### src/request_delivery_defs.svh
`ifndef REQUEST_DELIVERY_DEFS_SVH
`define REQUEST_DELIVERY_DEFS_SVH
// Functional notes
// - A memory read goes out as its 16-byte descriptor alone, no payload.
// - Payload-free packets take two beats on this 64-bit port.
// - Valid stays high through a packet; the receiver may stall beats.
// - The sop sideband flag marks the beat holding the first descriptor byte.
// - First and last byte masks ride the first beat; receiver derives address and size.
// - Byte masks may have gaps only for one- or two-Dword reads; the code keeps gaps in any request of up to two Dwords.
// - Zero-length read: Dword count 1, both byte masks zero.
// - I/O write carries one payload Dword, placed by alignment mode.
// - I/O read asks one Dword; first mask marks bytes; answer one Dword.
// - Atomic payload is one to eight Dwords, placed by alignment mode.
// - Message payload follows descriptor, or new beat at lane 0; masks meaningless.
// - Payload memory error raises discontinue with last; packet is dropped, fatal.
// - Posted requests keep flowing while Non-Posted wait; else arrival order.
// - Credit request high and no Non-Posted sent: count up, saturate at 32.
// - Credit request low and Non-Posted sent: count down, floor zero.
// - A Non-Posted request starts only while credit is above zero.
// - After a hold, older held Non-Posted go first, then arrival order.
// - Credit clears at reset and shows on a six-bit level output.
`define QUEUE_DEPTH 4
`define CREDIT_MAX 6'h20
`define KIND_MEM_READ 4'h0
`define KIND_MEM_WRITE 4'h1
`define KIND_IO_READ 4'h2
`define KIND_IO_WRITE 4'h3
`define KIND_LOCK_READ 4'h7
`define KIND_MESSAGE 4'hC
`define MAX_PAYLOAD_DW 4'h8
`define SB_LEADING_DWORD_BYTE_MASK 0
`define SB_LAST_BE 4
`define SB_BYTE_EN 8
`define SB_SOP 16
`define SB_DISCONTINUE 17
`define SB_WIDTH 18
`define REG_CONTROL 12'h000
`define REG_STATUS 12'h004
`define CTRL_ADDR_ALIGNED 0
`define STAT_CREDIT 0
`define STAT_FATAL 6
`define STAT_QUEUE 8
`define STAT_BUSY 12
`define RESP_OKAY 2'h0
`define RESP_SLVERR 2'h2
`endif

### src/request_delivery_pkg.sv
`include "request_delivery_defs.svh"
package request_delivery_pkg;
  typedef enum logic {send_idle, send_busy} send_state_t;
  typedef struct packed {
    logic posted;
    logic zero_length;
    logic [3:0] kind;
    logic [63:0] address;
    logic [10:0] dword_count;
    logic [3:0] leading_dword_byte_mask;
    logic [3:0] last_be;
    logic [31:0] tag_word;
    logic [255:0] payload;
    logic payload_error;
    logic [3:0] payload_dwords;
  } request_entry_t;
endpackage : request_delivery_pkg

### src/completer_request_delivery.sv
// Added by the designer: the register addresses and register access over AXI4-Lite.
`include "request_delivery_defs.svh"
module completer_request_delivery (
  input wire logic clock,
  input wire logic rst_n,
  input wire logic link_request_valid,
  output logic link_request_ready,
  input wire logic [3:0] link_request_kind,
  input wire logic [63:0] link_request_address,
  input wire logic [10:0] link_request_dword_count,
  input wire logic link_request_zero_length,
  input wire logic [3:0] link_request_leading_dword_byte_mask,
  input wire logic [3:0] link_request_last_be,
  input wire logic [31:0] link_request_tag_word,
  input wire logic [255:0] link_request_payload,
  input wire logic link_request_payload_error,
  output logic [63:0] request_stream_data,
  output logic [1:0] request_stream_keep,
  output logic request_stream_last,
  output logic request_stream_valid,
  input wire logic request_stream_ready,
  output logic [`SB_WIDTH-1:0] request_sideband_bus,
  input wire logic nonposted_credit_request,
  output logic [5:0] nonposted_credit_level,
  input wire logic [11:0] s_axi_awaddr,
  input wire logic s_axi_awvalid,
  output logic s_axi_awready,
  input wire logic [31:0] s_axi_wdata,
  input wire logic [3:0] s_axi_wstrb,
  input wire logic s_axi_wvalid,
  output logic s_axi_wready,
  output logic [1:0] s_axi_bresp,
  output logic s_axi_bvalid,
  input wire logic s_axi_bready,
  input wire logic [11:0] s_axi_araddr,
  input wire logic s_axi_arvalid,
  output logic s_axi_arready,
  output logic [31:0] s_axi_rdata,
  output logic [1:0] s_axi_rresp,
  output logic s_axi_rvalid,
  input wire logic s_axi_rready
);
  request_delivery_pkg::request_entry_t queue [`QUEUE_DEPTH];
  request_delivery_pkg::request_entry_t next_queue [`QUEUE_DEPTH];
  request_delivery_pkg::request_entry_t incoming;
  request_delivery_pkg::request_entry_t cur;
  request_delivery_pkg::send_state_t state;
  logic [2:0] queue_count;
  logic [2:0] next_queue_count;
  logic pick_found;
  logic [1:0] pick_index;
  logic take;
  logic np_start;
  logic out_free;
  logic addr_aligned;
  logic fatal_seen;
  logic cur_pad;
  logic [2:0] beat_index;
  logic [4:0] total_dw;
  logic [2:0] last_index;
  logic [127:0] cur_desc;
  logic [4:0] lane_dw;
  logic [4:0] pay_dw;
  logic [63:0] beat_data;
  logic [1:0] beat_keep;
  logic [7:0] beat_byte_en;
  logic beat_last;
  logic expect_first;
  logic aw_held;
  logic w_held;
  logic [11:0] aw_addr;
  logic [31:0] w_data;
  logic [3:0] w_strb;

  function automatic logic [3:0] smear_up(input logic [3:0] m);
    logic [3:0] r;
    r = m | {m[2:0], 1'b0};
    return r | {r[1:0], 2'h0};
  endfunction : smear_up

  function automatic logic [3:0] smear_down(input logic [3:0] m);
    logic [3:0] r;
    r = m | {1'b0, m[3:1]};
    return r | {2'h0, r[3:2]};
  endfunction : smear_down

  assign out_free = !request_stream_valid || request_stream_ready;

  // Masks of any request longer than two Dwords, except I/O reads and writes, are forced contiguous so a malformed header cannot leak gaps.
  always_comb
  begin
    logic rd;
    logic [10:0] cnt;
    rd = link_request_kind == `KIND_MEM_READ || link_request_kind == `KIND_LOCK_READ;
    cnt = link_request_dword_count;
    incoming = '0;
    incoming.kind = link_request_kind;
    incoming.address = link_request_address;
    incoming.tag_word = link_request_tag_word;
    incoming.payload = link_request_payload;
    incoming.payload_error = link_request_payload_error;
    incoming.posted = link_request_kind == `KIND_MEM_WRITE
      || link_request_kind[3:2] == 2'h3;
    incoming.dword_count = cnt;
    incoming.leading_dword_byte_mask = link_request_leading_dword_byte_mask;
    incoming.last_be = link_request_last_be;
    if (cnt > 11'h002)
    begin
      incoming.leading_dword_byte_mask = smear_up(link_request_leading_dword_byte_mask);
      incoming.last_be = smear_down(link_request_last_be);
    end
    if (rd && link_request_zero_length)
    begin
      incoming.zero_length = 1'b1;
      incoming.dword_count = 11'h001;
      incoming.leading_dword_byte_mask = 4'h0;
      incoming.last_be = 4'h0;
    end
    if (link_request_kind == `KIND_IO_READ || link_request_kind == `KIND_IO_WRITE)
    begin
      incoming.dword_count = 11'h001;
      incoming.leading_dword_byte_mask = link_request_leading_dword_byte_mask;
      incoming.last_be = 4'h0;
    end
    if (rd || link_request_kind == `KIND_IO_READ)
      incoming.payload_dwords = 4'h0;
    else if (link_request_kind == `KIND_IO_WRITE)
      incoming.payload_dwords = 4'h1;
    else if (cnt > 11'(`MAX_PAYLOAD_DW))
      incoming.payload_dwords = `MAX_PAYLOAD_DW;
    else
      incoming.payload_dwords = cnt[3:0];
  end

  // The oldest eligible entry wins, so held Non-Posted requests older than sent
  // Posted ones leave first once credit returns.
  always_comb
  begin
    pick_found = 1'b0;
    pick_index = 2'h0;
    for (int i = `QUEUE_DEPTH - 1; i >= 0; i--)
    begin
      if (3'(i) < queue_count && (queue[i].posted || nonposted_credit_level != 6'h00))
      begin
        pick_found = 1'b1;
        pick_index = 2'(i);
      end
    end
  end

  assign take = pick_found && state == request_delivery_pkg::send_idle && out_free;
  assign np_start = take && !queue[pick_index].posted;

  always_comb
  begin
    next_queue = queue;
    next_queue_count = queue_count;
    if (take)
    begin
      for (int i = 0; i < `QUEUE_DEPTH - 1; i++)
      begin
        if (2'(i) >= pick_index)
          next_queue[i] = queue[i + 1];
      end
      next_queue_count = queue_count - 3'h1;
    end
    if (link_request_valid && link_request_ready)
    begin
      next_queue[next_queue_count[1:0]] = incoming;
      next_queue_count = next_queue_count + 3'h1;
    end
  end

  always_ff @(posedge clock)
    queue <= next_queue;

  always_ff @(posedge clock or negedge rst_n)
  begin
    if (!rst_n)
    begin
      queue_count <= 3'h0;
      link_request_ready <= 1'b1;
    end
    else
    begin
      queue_count <= next_queue_count;
      link_request_ready <= next_queue_count < 3'(`QUEUE_DEPTH);
    end
  end

  always_ff @(posedge clock or negedge rst_n)
  begin
    if (!rst_n)
      nonposted_credit_level <= 6'h00;
    else if (nonposted_credit_request && !np_start)
    begin
      if (nonposted_credit_level != `CREDIT_MAX)
        nonposted_credit_level <= nonposted_credit_level + 6'h01;
    end
    else if (!nonposted_credit_request && np_start)
    begin
      if (nonposted_credit_level != 6'h00)
        nonposted_credit_level <= nonposted_credit_level - 6'h01;
    end
  end

  assign cur_desc = {cur.tag_word, 17'h0, cur.kind, cur.dword_count, cur.address};
  assign total_dw = 5'h04 + {4'h0, cur_pad} + {1'b0, cur.payload_dwords};
  assign last_index = 3'((total_dw - 5'h01) >> 1);
  assign beat_last = beat_index == last_index;

  always_comb
  begin
    beat_data = '0;
    beat_keep = '0;
    beat_byte_en = '0;
    lane_dw = '0;
    pay_dw = '0;
    for (int l = 0; l < 2; l++)
    begin
      lane_dw = 5'({beat_index, 1'b0} + l);
      pay_dw = lane_dw - 5'h04 - {4'h0, cur_pad};
      if (lane_dw < 5'h04)
      begin
        beat_data[32*l +: 32] = cur_desc[32*lane_dw[1:0] +: 32];
        beat_keep[l] = 1'b1;
      end
      else if (lane_dw < total_dw)
      begin
        beat_keep[l] = 1'b1;
        if (lane_dw >= 5'h04 + {4'h0, cur_pad})
        begin
          beat_data[32*l +: 32] = cur.payload[32*pay_dw[2:0] +: 32];
          if (cur.kind != `KIND_MEM_WRITE && cur.kind != `KIND_IO_WRITE)
            beat_byte_en[4*l +: 4] = 4'hF;
          else if (pay_dw == 5'h00)
            beat_byte_en[4*l +: 4] = cur.leading_dword_byte_mask;
          else if (pay_dw == 5'({1'b0, cur.payload_dwords} - 5'h01))
            beat_byte_en[4*l +: 4] = cur.last_be;
          else
            beat_byte_en[4*l +: 4] = 4'hF;
        end
      end
    end
  end

  always_ff @(posedge clock)
  begin
    if (take)
    begin
      cur <= queue[pick_index];
      cur_pad <= addr_aligned && queue[pick_index].payload_dwords != 4'h0
        && queue[pick_index].kind[3:2] != 2'h3
        && queue[pick_index].address[2];
    end
  end

  always_ff @(posedge clock or negedge rst_n)
  begin
    if (!rst_n)
    begin
      state <= request_delivery_pkg::send_idle;
      beat_index <= 3'h0;
      request_stream_valid <= 1'b0;
      request_stream_last <= 1'b0;
      request_stream_data <= '0;
      request_stream_keep <= 2'h0;
      request_sideband_bus <= '0;
      fatal_seen <= 1'b0;
    end
    else if (out_free)
    begin
      case (state)
        request_delivery_pkg::send_idle:
        begin
          request_stream_valid <= 1'b0;
          request_stream_last <= 1'b0;
          beat_index <= 3'h0;
          if (take)
            state <= request_delivery_pkg::send_busy;
        end
        request_delivery_pkg::send_busy:
        begin
          request_stream_valid <= 1'b1;
          request_stream_data <= beat_data;
          request_stream_keep <= beat_keep;
          request_stream_last <= beat_last;
          request_sideband_bus <= '0;
          request_sideband_bus[`SB_BYTE_EN +: 8] <= beat_byte_en;
          if (beat_index == 3'h0)
          begin
            request_sideband_bus[`SB_SOP] <= 1'b1;
            request_sideband_bus[`SB_LEADING_DWORD_BYTE_MASK +: 4] <= cur.leading_dword_byte_mask;
            request_sideband_bus[`SB_LAST_BE +: 4] <= cur.last_be;
          end
          if (beat_last && cur.payload_error && cur.payload_dwords != 4'h0)
          begin
            request_sideband_bus[`SB_DISCONTINUE] <= 1'b1;
            fatal_seen <= 1'b1;
          end
          beat_index <= beat_index + 3'h1;
          if (beat_last)
            state <= request_delivery_pkg::send_idle;
        end
        default:
          state <= request_delivery_pkg::send_idle;
      endcase
    end
  end

  // Write address and data may arrive in either order; the answer waits for both.
  always_ff @(posedge clock or negedge rst_n)
  begin
    if (!rst_n)
    begin
      s_axi_awready <= 1'b1;
      s_axi_wready <= 1'b1;
      s_axi_bvalid <= 1'b0;
      s_axi_bresp <= `RESP_OKAY;
      aw_held <= 1'b0;
      w_held <= 1'b0;
      aw_addr <= '0;
      w_data <= '0;
      w_strb <= '0;
      addr_aligned <= 1'b0;
    end
    else
    begin
      if (s_axi_awvalid && s_axi_awready)
      begin
        aw_held <= 1'b1;
        aw_addr <= s_axi_awaddr;
        s_axi_awready <= 1'b0;
      end
      if (s_axi_wvalid && s_axi_wready)
      begin
        w_held <= 1'b1;
        w_data <= s_axi_wdata;
        w_strb <= s_axi_wstrb;
        s_axi_wready <= 1'b0;
      end
      if (aw_held && w_held && !s_axi_bvalid)
      begin
        s_axi_bvalid <= 1'b1;
        aw_held <= 1'b0;
        w_held <= 1'b0;
        s_axi_bresp <= `RESP_SLVERR;
        if (aw_addr[11:2] == `REG_CONTROL >> 2)
        begin
          s_axi_bresp <= `RESP_OKAY;
          if (w_strb[0])
            addr_aligned <= w_data[`CTRL_ADDR_ALIGNED];
        end
      end
      if (s_axi_bvalid && s_axi_bready)
      begin
        s_axi_bvalid <= 1'b0;
        s_axi_awready <= 1'b1;
        s_axi_wready <= 1'b1;
      end
    end
  end

  always_ff @(posedge clock or negedge rst_n)
  begin
    if (!rst_n)
    begin
      s_axi_arready <= 1'b1;
      s_axi_rvalid <= 1'b0;
      s_axi_rdata <= '0;
      s_axi_rresp <= `RESP_OKAY;
    end
    else if (s_axi_arvalid && s_axi_arready)
    begin
      s_axi_arready <= 1'b0;
      s_axi_rvalid <= 1'b1;
      s_axi_rdata <= '0;
      s_axi_rresp <= `RESP_OKAY;
      if (s_axi_araddr[11:2] == `REG_CONTROL >> 2)
        s_axi_rdata[`CTRL_ADDR_ALIGNED] <= addr_aligned;
      else if (s_axi_araddr[11:2] == `REG_STATUS >> 2)
      begin
        s_axi_rdata[`STAT_CREDIT +: 6] <= nonposted_credit_level;
        s_axi_rdata[`STAT_FATAL] <= fatal_seen;
        s_axi_rdata[`STAT_QUEUE +: 3] <= queue_count;
        s_axi_rdata[`STAT_BUSY] <= state == request_delivery_pkg::send_busy;
      end
      else
        s_axi_rresp <= `RESP_SLVERR;
    end
    else if (s_axi_rvalid && s_axi_rready)
    begin
      s_axi_rvalid <= 1'b0;
      s_axi_arready <= 1'b1;
    end
  end

  always_ff @(posedge clock or negedge rst_n)
  begin
    if (!rst_n)
      expect_first <= 1'b1;
    else if (request_stream_valid && request_stream_ready)
      expect_first <= request_stream_last;
  end

  a_stall_holds: assert property (@(posedge clock) disable iff (!rst_n)
    request_stream_valid && !request_stream_ready |=> request_stream_valid
    && $stable(request_stream_data) && $stable(request_stream_last))
    else $error("Stalled beat changed.");
  a_sop_first: assert property (@(posedge clock) disable iff (!rst_n)
    request_stream_valid |-> request_sideband_bus[`SB_SOP] == expect_first)
    else $error("Start flag not on first beat.");
  a_bare_two_beats: assert property (@(posedge clock) disable iff (!rst_n)
    request_stream_valid && cur.payload_dwords == 4'h0
    |-> request_stream_last == !request_sideband_bus[`SB_SOP])
    else $error("Payload-free packet not two beats.");
  a_zero_len_masks: assert property (@(posedge clock) disable iff (!rst_n)
    request_stream_valid && request_sideband_bus[`SB_SOP] && cur.zero_length
    |-> request_sideband_bus[`SB_LEADING_DWORD_BYTE_MASK +: 8] == 8'h00 && cur.dword_count == 11'h001)
    else $error("Zero-length read masks wrong.");
  a_masks_contig: assert property (@(posedge clock) disable iff (!rst_n)
    request_stream_valid && request_sideband_bus[`SB_SOP] && cur.dword_count > 11'h002
    |-> smear_up(request_sideband_bus[`SB_LEADING_DWORD_BYTE_MASK +: 4])
    == request_sideband_bus[`SB_LEADING_DWORD_BYTE_MASK +: 4]
    && smear_down(request_sideband_bus[`SB_LAST_BE +: 4])
    == request_sideband_bus[`SB_LAST_BE +: 4])
    else $error("Long read mask has a gap.");
  a_abort_last: assert property (@(posedge clock) disable iff (!rst_n)
    request_sideband_bus[`SB_DISCONTINUE] && request_stream_valid |-> request_stream_last)
    else $error("Discontinue off the last beat.");
  a_credit_up: assert property (@(posedge clock) disable iff (!rst_n)
    nonposted_credit_request && !np_start && nonposted_credit_level < `CREDIT_MAX
    |=> nonposted_credit_level == $past(nonposted_credit_level) + 6'h01)
    else $error("Credit did not count up.");
  a_credit_down: assert property (@(posedge clock) disable iff (!rst_n)
    !nonposted_credit_request && np_start
    |=> nonposted_credit_level == $past(nonposted_credit_level) - 6'h01)
    else $error("Credit did not count down.");
  a_np_needs_credit: assert property (@(posedge clock) disable iff (!rst_n)
    np_start |-> nonposted_credit_level != 6'h00)
    else $error("Non-Posted start without credit.");
  a_posted_flows: assert property (@(posedge clock) disable iff (!rst_n)
    state == request_delivery_pkg::send_idle && out_free && queue_count != 3'h0
    && queue[0].posted |-> take && pick_index == 2'h0)
    else $error("Oldest Posted request held.");
endmodule : completer_request_delivery

### config.mk
export PLATFORM = sky130hd
export DESIGN_NAME = completer_request_delivery
export DESIGN_NICKNAME = d
export VERILOG_FILES = /design/src/request_delivery_pkg.sv /design/src/completer_request_delivery.sv
export VERILOG_INCLUDE_DIRS = /design/src
export SDC_FILE = /design/constraint.sdc
export NUM_CORES = 2
export LEC_CHECK = 0
export ABC_AREA = 1
export BUFFER_PORTS_ARGS = -buffer_cell sky130_fd_sc_hd__buf_2
export CORE_MARGIN = 8
export CORE_UTILIZATION = 40
export DETAILED_ROUTE_END_ITERATION = 6
export SLEW_MARGIN = 15
export SYNTH_ARGS = -nofsm -noshare
export SYNTH_HDL_FRONTEND = slang
export SYNTH_SLANG_ARGS = --single-unit
### constraint.sdc
create_clock -name clock -period 25.6 [get_ports clock]
set_clock_uncertainty 0.05 [all_clocks]
set_input_delay 1.28 -clock clock [delete_from_list [all_inputs] [get_ports clock]]
set_output_delay 1.28 -clock clock [all_outputs]
set_load 0.02 [all_outputs]
==> Yosys cells after proc, flatten, opt, wreduce, memory -nomap -nowiden <==
Index checks and enable logic that the tools add are counted.
Widths: inputs -> output; s select.
{ "totals": {"reg_bits": 2047, "in_bits": 447, "output_inout_bits": 134, "elab_cells": 284} }
{ "op_classes": {"n_addsub": 14, "order_cmp": 19, "eq_ne": 14, "shifts": 4, "mux": 87, "n_bitwise": 7, "n_reduce_logical": 60} }
{ "ops": {"columns": ["op", "count"], "rows": [
  ["$mux 382", 6],
  ["$bwmux 1528", 1],
  ["$mux 1528", 1],
  ["$mux 1146", 1],
  ["$bmux 382 s2", 1],
  ["$demux 382 s2", 1],
  ["$shiftx 256x9->32", 2],
  ["$shiftx 128x8->32", 2],
  ["$mux 32", 6],
  ["$mux 4", 15],
  ["$mux 19", 2],
  ["$mux 1", 30],
  ["$mux 6", 5],
  ["$logic_and 1x1->1", 25],
  ["$logic_not 10->1", 2],
  ["$mux 8", 2],
  ["$reduce_bool 2->1", 8],
  ["$mux 2", 7],
  ["$mux 3", 4],
  ["$gt 11x2->1 const B", 1],
  ["$gt 11x4->1 const B", 1],
  ["$eq 10x1->1 const B", 1],
  ["$eq 5x5->1", 2],
  ["$logic_not 5->1", 2],
  ["51 further kinds", 77]
]} }

==> Logic depth before layout (Yosys ltp) <==
{ "depth": {"depth_word": 17, "ltp_mapped": 23} }

==> Least setup slack after synthesis <==
Ideal clock, no wire load.
{ "synth_path": {"path_type": "input port to flip-flop", "startpoint": "input port request_stream_ready", "endpoint": "register (tool-made name)", "setup_time_ps": 730, "t_arrival_ps": 9739, "required_ps": 24820, "setup_slack_ps": 15081, "stages": 7, "n_path_buf": 0, "path_cell_list": "nor2_1 > nor2_1 > o21ai_1 > xor2_1 > ha_1 > nand2_1 > inv_1"} }
{ "synth_lines": {"columns": ["element", "line_no", "source"], "rows": [
  ["start, declared", "completer_request_delivery.sv:21", "input wire logic request_stream_ready,"]
]} }

==> metrics <==
vias in the first global route 76800; final hold vios 0; Max-Cap Viols 0; Total GRT Usage 26.7%; Worst Reg2Reg Path Length in Cells 18; RSZ-0062 raised after global routing no; Die ar. 0.248 sq mm; Post-Synthesis Cells 11400; initial core utilization 40.1%; r2r startpoint nonposted_credit_level[2]; clock sinks 2039; DRC viols 2; DR pass1 iterations 7; top post-synthesis cells by area dfxtp_1, edfxtp_1, o21ai_0; Clk pwr share 19.9%; first-pass GRT wire length 511000 um; area grow syn2layout 11.9%; Tightest Pin Transition 1370 ps; # IOs 581; initial antenna violation count 175; Vias/cell 5.77; synth unique cells 48; arrival time worst endpoint 8130 ps; CP required 26280 ps; CTS tree yes; CP startpoint kind flip-flop; metal2 WL 150000 um; Synth Cell Area 0.0929 sq mm; post-synth top area cell dfxtp_1; die width 498 um; Core ar. 0.232 sq mm; Pwr Density 155 mW/mm^2; FMAX 0.134 GHz; Internal 0.00894 W; metal3 WL 38400 um; Reg clk slew, reported paths 70 ps; register area 0.0491 sq mm; Resized Gates After CTS 0; power after layout 0.0161 W; violated checks design-rule violations; met1 WL 143000 um; YS warnings 0; Post-CTS Setup Bufs 0; clk buf depth 3; GPL Wtd Cong 0.946; Max Used Layer met5; register area share after synthesis 52.9%; Tcrit/Tclk final 29.1%; top_reg_cell synth dfxtp_1; status complete, but fails checks; Layout Nets 11800; clock latency on the worst-skew pair 900 ps; DR vias 84600; Setup TNS 0 ps; logic gate share of total power 43.3%; Wirelength per Cell 24.1 um; CTS Hold Buffers Added 0; Lkg Pwr 43.1 nW; Die Y 498 um; DP Wirelength 222000 um; CP endpoint kind flip-flop; Worst Setup Path Type reg -> reg; GRT overflow 0; clock root cell clkbuf_16; PortBufs 519; flop2flop setup slack 18150 ps; worst r2r dst queue[582]; cts bufs inserted 216; sw power 0.00716 W; flops & latches, synth 2039; H-Tree Level Count 4; largest net degree at the start of global routing 224; row count 177; Yosys top cell area share 24.6%; Seq pwr share 36.8%; EDFF count, synth 762; slew margin rel. 7.48%; Worst Hold Class in -> async; critical path fanouts, max 111; share of cells above drive strength 1 8.72%; async set-reset flop share out of synthesis 6.57%; total routed wirelength 353000 um; final setup vio count 0; Avg Synthesized Cell Area 8.14 sq um; filler cell count 22200; Switching Fraction 44.5%; Antenna Violating Nets Remaining 0; multi-input logic area 0.0355 sq mm; Tmin final 7450 ps; Slew Viols, Final 0; Worst VDD drop 96.8 uV; DR iter-0 viols 10900
## cell families (layout without fill, tap and decap cells)
| group | count (synthesis) | after routing | synth area share, % |
|---|---|---|---|
| flops | 2039 | 2039 | 52.9 |
| simple gates | 2715 | 2715 | 11.3 |
| buf+inv | 2102 | 2218 | 9.03 |
| xor+xnor | 20 | 20 | 0.189 |
| compound gates | 4480 | 4480 | 26.0 |
| fa+ha+maj | 30 | 30 | 0.420 |
| other cells | 1 | 112 | 0.00404 |
| mux | 21 | 21 | 0.226 |
## worst max-delay path, stage by stage (launching register included)
cell and delay, ps:
dfrtp_1 430, nor2_1 190, nand2_1 120, nor2_4 150, nand2_1 110, nand2_4 430, nand2_4 200, o21ai_1 420
nand2_1 100, o21a_1 170, inv_1 100, ha_1 190, nand2_4 180, inv_8 570, buf_4 780, buf_4 830
buf_4 920, buf_4 880, o21ai_1 180
## power groups by stage
| stage | logic, W | registers, W | clock network (W) |
|---|---|---|---|
| 3_3_place_gp | 0.00659 | 0.00587 | 0 |
| 2_1_floorplan | 0.00449 | 0.00578 | 0 |
| 6_report | 0.00698 | 0.00592 | 0.00320 |
| 5_1_grt | 0.00761 | 0.00604 | 0.00338 |
| 3_5_place_dp | 0.00681 | 0.00593 | 0 |
| 4_1_cts | 0.00684 | 0.00588 | 0.00324 |
## layout make-up
class                           instances  share of cell area [%]
Antenna cell                           89                   0.214
Clock buffer                          306                    5.85
Clock inverter                        106                    1.11
Inverter                             1175                    4.29
Multi-Input combinational cell       7289                    34.2
Sequential cell                      2039                    47.3
Tap cell                             3043                    3.66
Timing Repair Buffer                  631                    3.41
## placed cells by master, fill, tap and decap left out, types with 22 or more instances in the layout
cell	Yosys	layout
dfrtp_1	130	129
a21oi_1	1083	1083
clkbuf_16	0	217
clkinv_2	0	31
a22oi_1	36	36
clkbuf_1	633	57
clkbuf_8	0	32
clkinv_1	4	37
nor2_1	1153	1151
nand3_1	115	115
inv_1	1168	1162
diode_2	0	89
nand2_1	1407	1404
o21ai_1	307	307
buf_2	208	518
o22ai_1	483	483
conb_1	1	23
ha_1	28	27
o221ai_1	22	22
o211ai_1	295	295
o21ai_0	2204	2204
dfxtp_1	1143	1143
buf_4	31	104
edfxtp_1	762	762
## metal layers
layer | track usage [%] | vias up
li1 | - | 38900
met1 | 35.9 | 40400
met2 | 39.3 | 4404
met3 | 7.07 | 755
met4 | 14.5 | 84
met5 | 0 | -
## cells in the mapped netlist (all sizes together) (2+ instances only)
cell,instances
nor2,1158
o221ai,22
inv,1171
o211ai,295
dfxtp,1143
dfstp,4
nand2,1416
a2bb2oi,3
edfxtp,762
nor3,8
nor4,4
o22ai,483
mux2i,21
o31ai,3
clkinv,4
buf,291
ha,28
or2,3
fa,2
a21oi,1083
xor2,15
o21ai,2511
a31oi,21
nand3,115
dfrtp,130
nand4,8
xnor2,5
nand3b,2
o21a,3
a22oi,36
o221a,16
clkbuf,636
## how the worst max path moves through the flow
stage,startpoint,to
6_report,nonposted_credit_level[2],queue[582]
5_1_grt,nonposted_credit_level[0],queue[562]
4_1_cts,nonposted_credit_level[0],queue[544]
3_5_place_dp,request_stream_ready,queue[582]
3_3_place_gp,request_stream_ready,queue[582]
2_1_floorplan,request_stream_ready,flip-flop
## through the flow
step	std cells	worst slack, ps	hold slack [ps]	instance area [sq um]	utilization [%]
floorplan	11400	15080	370	92900	-
global placement	14200	17960	395	96500	41.6
detailed placement	14200	17870	396	96500	41.6
CTS	14600	18070	390	104000	44.8
global route	14600	17620	430	104000	44.8
finish	14700	18150	378	104000	44.9
No activity file was read; power rests on OpenSTA's default activity.
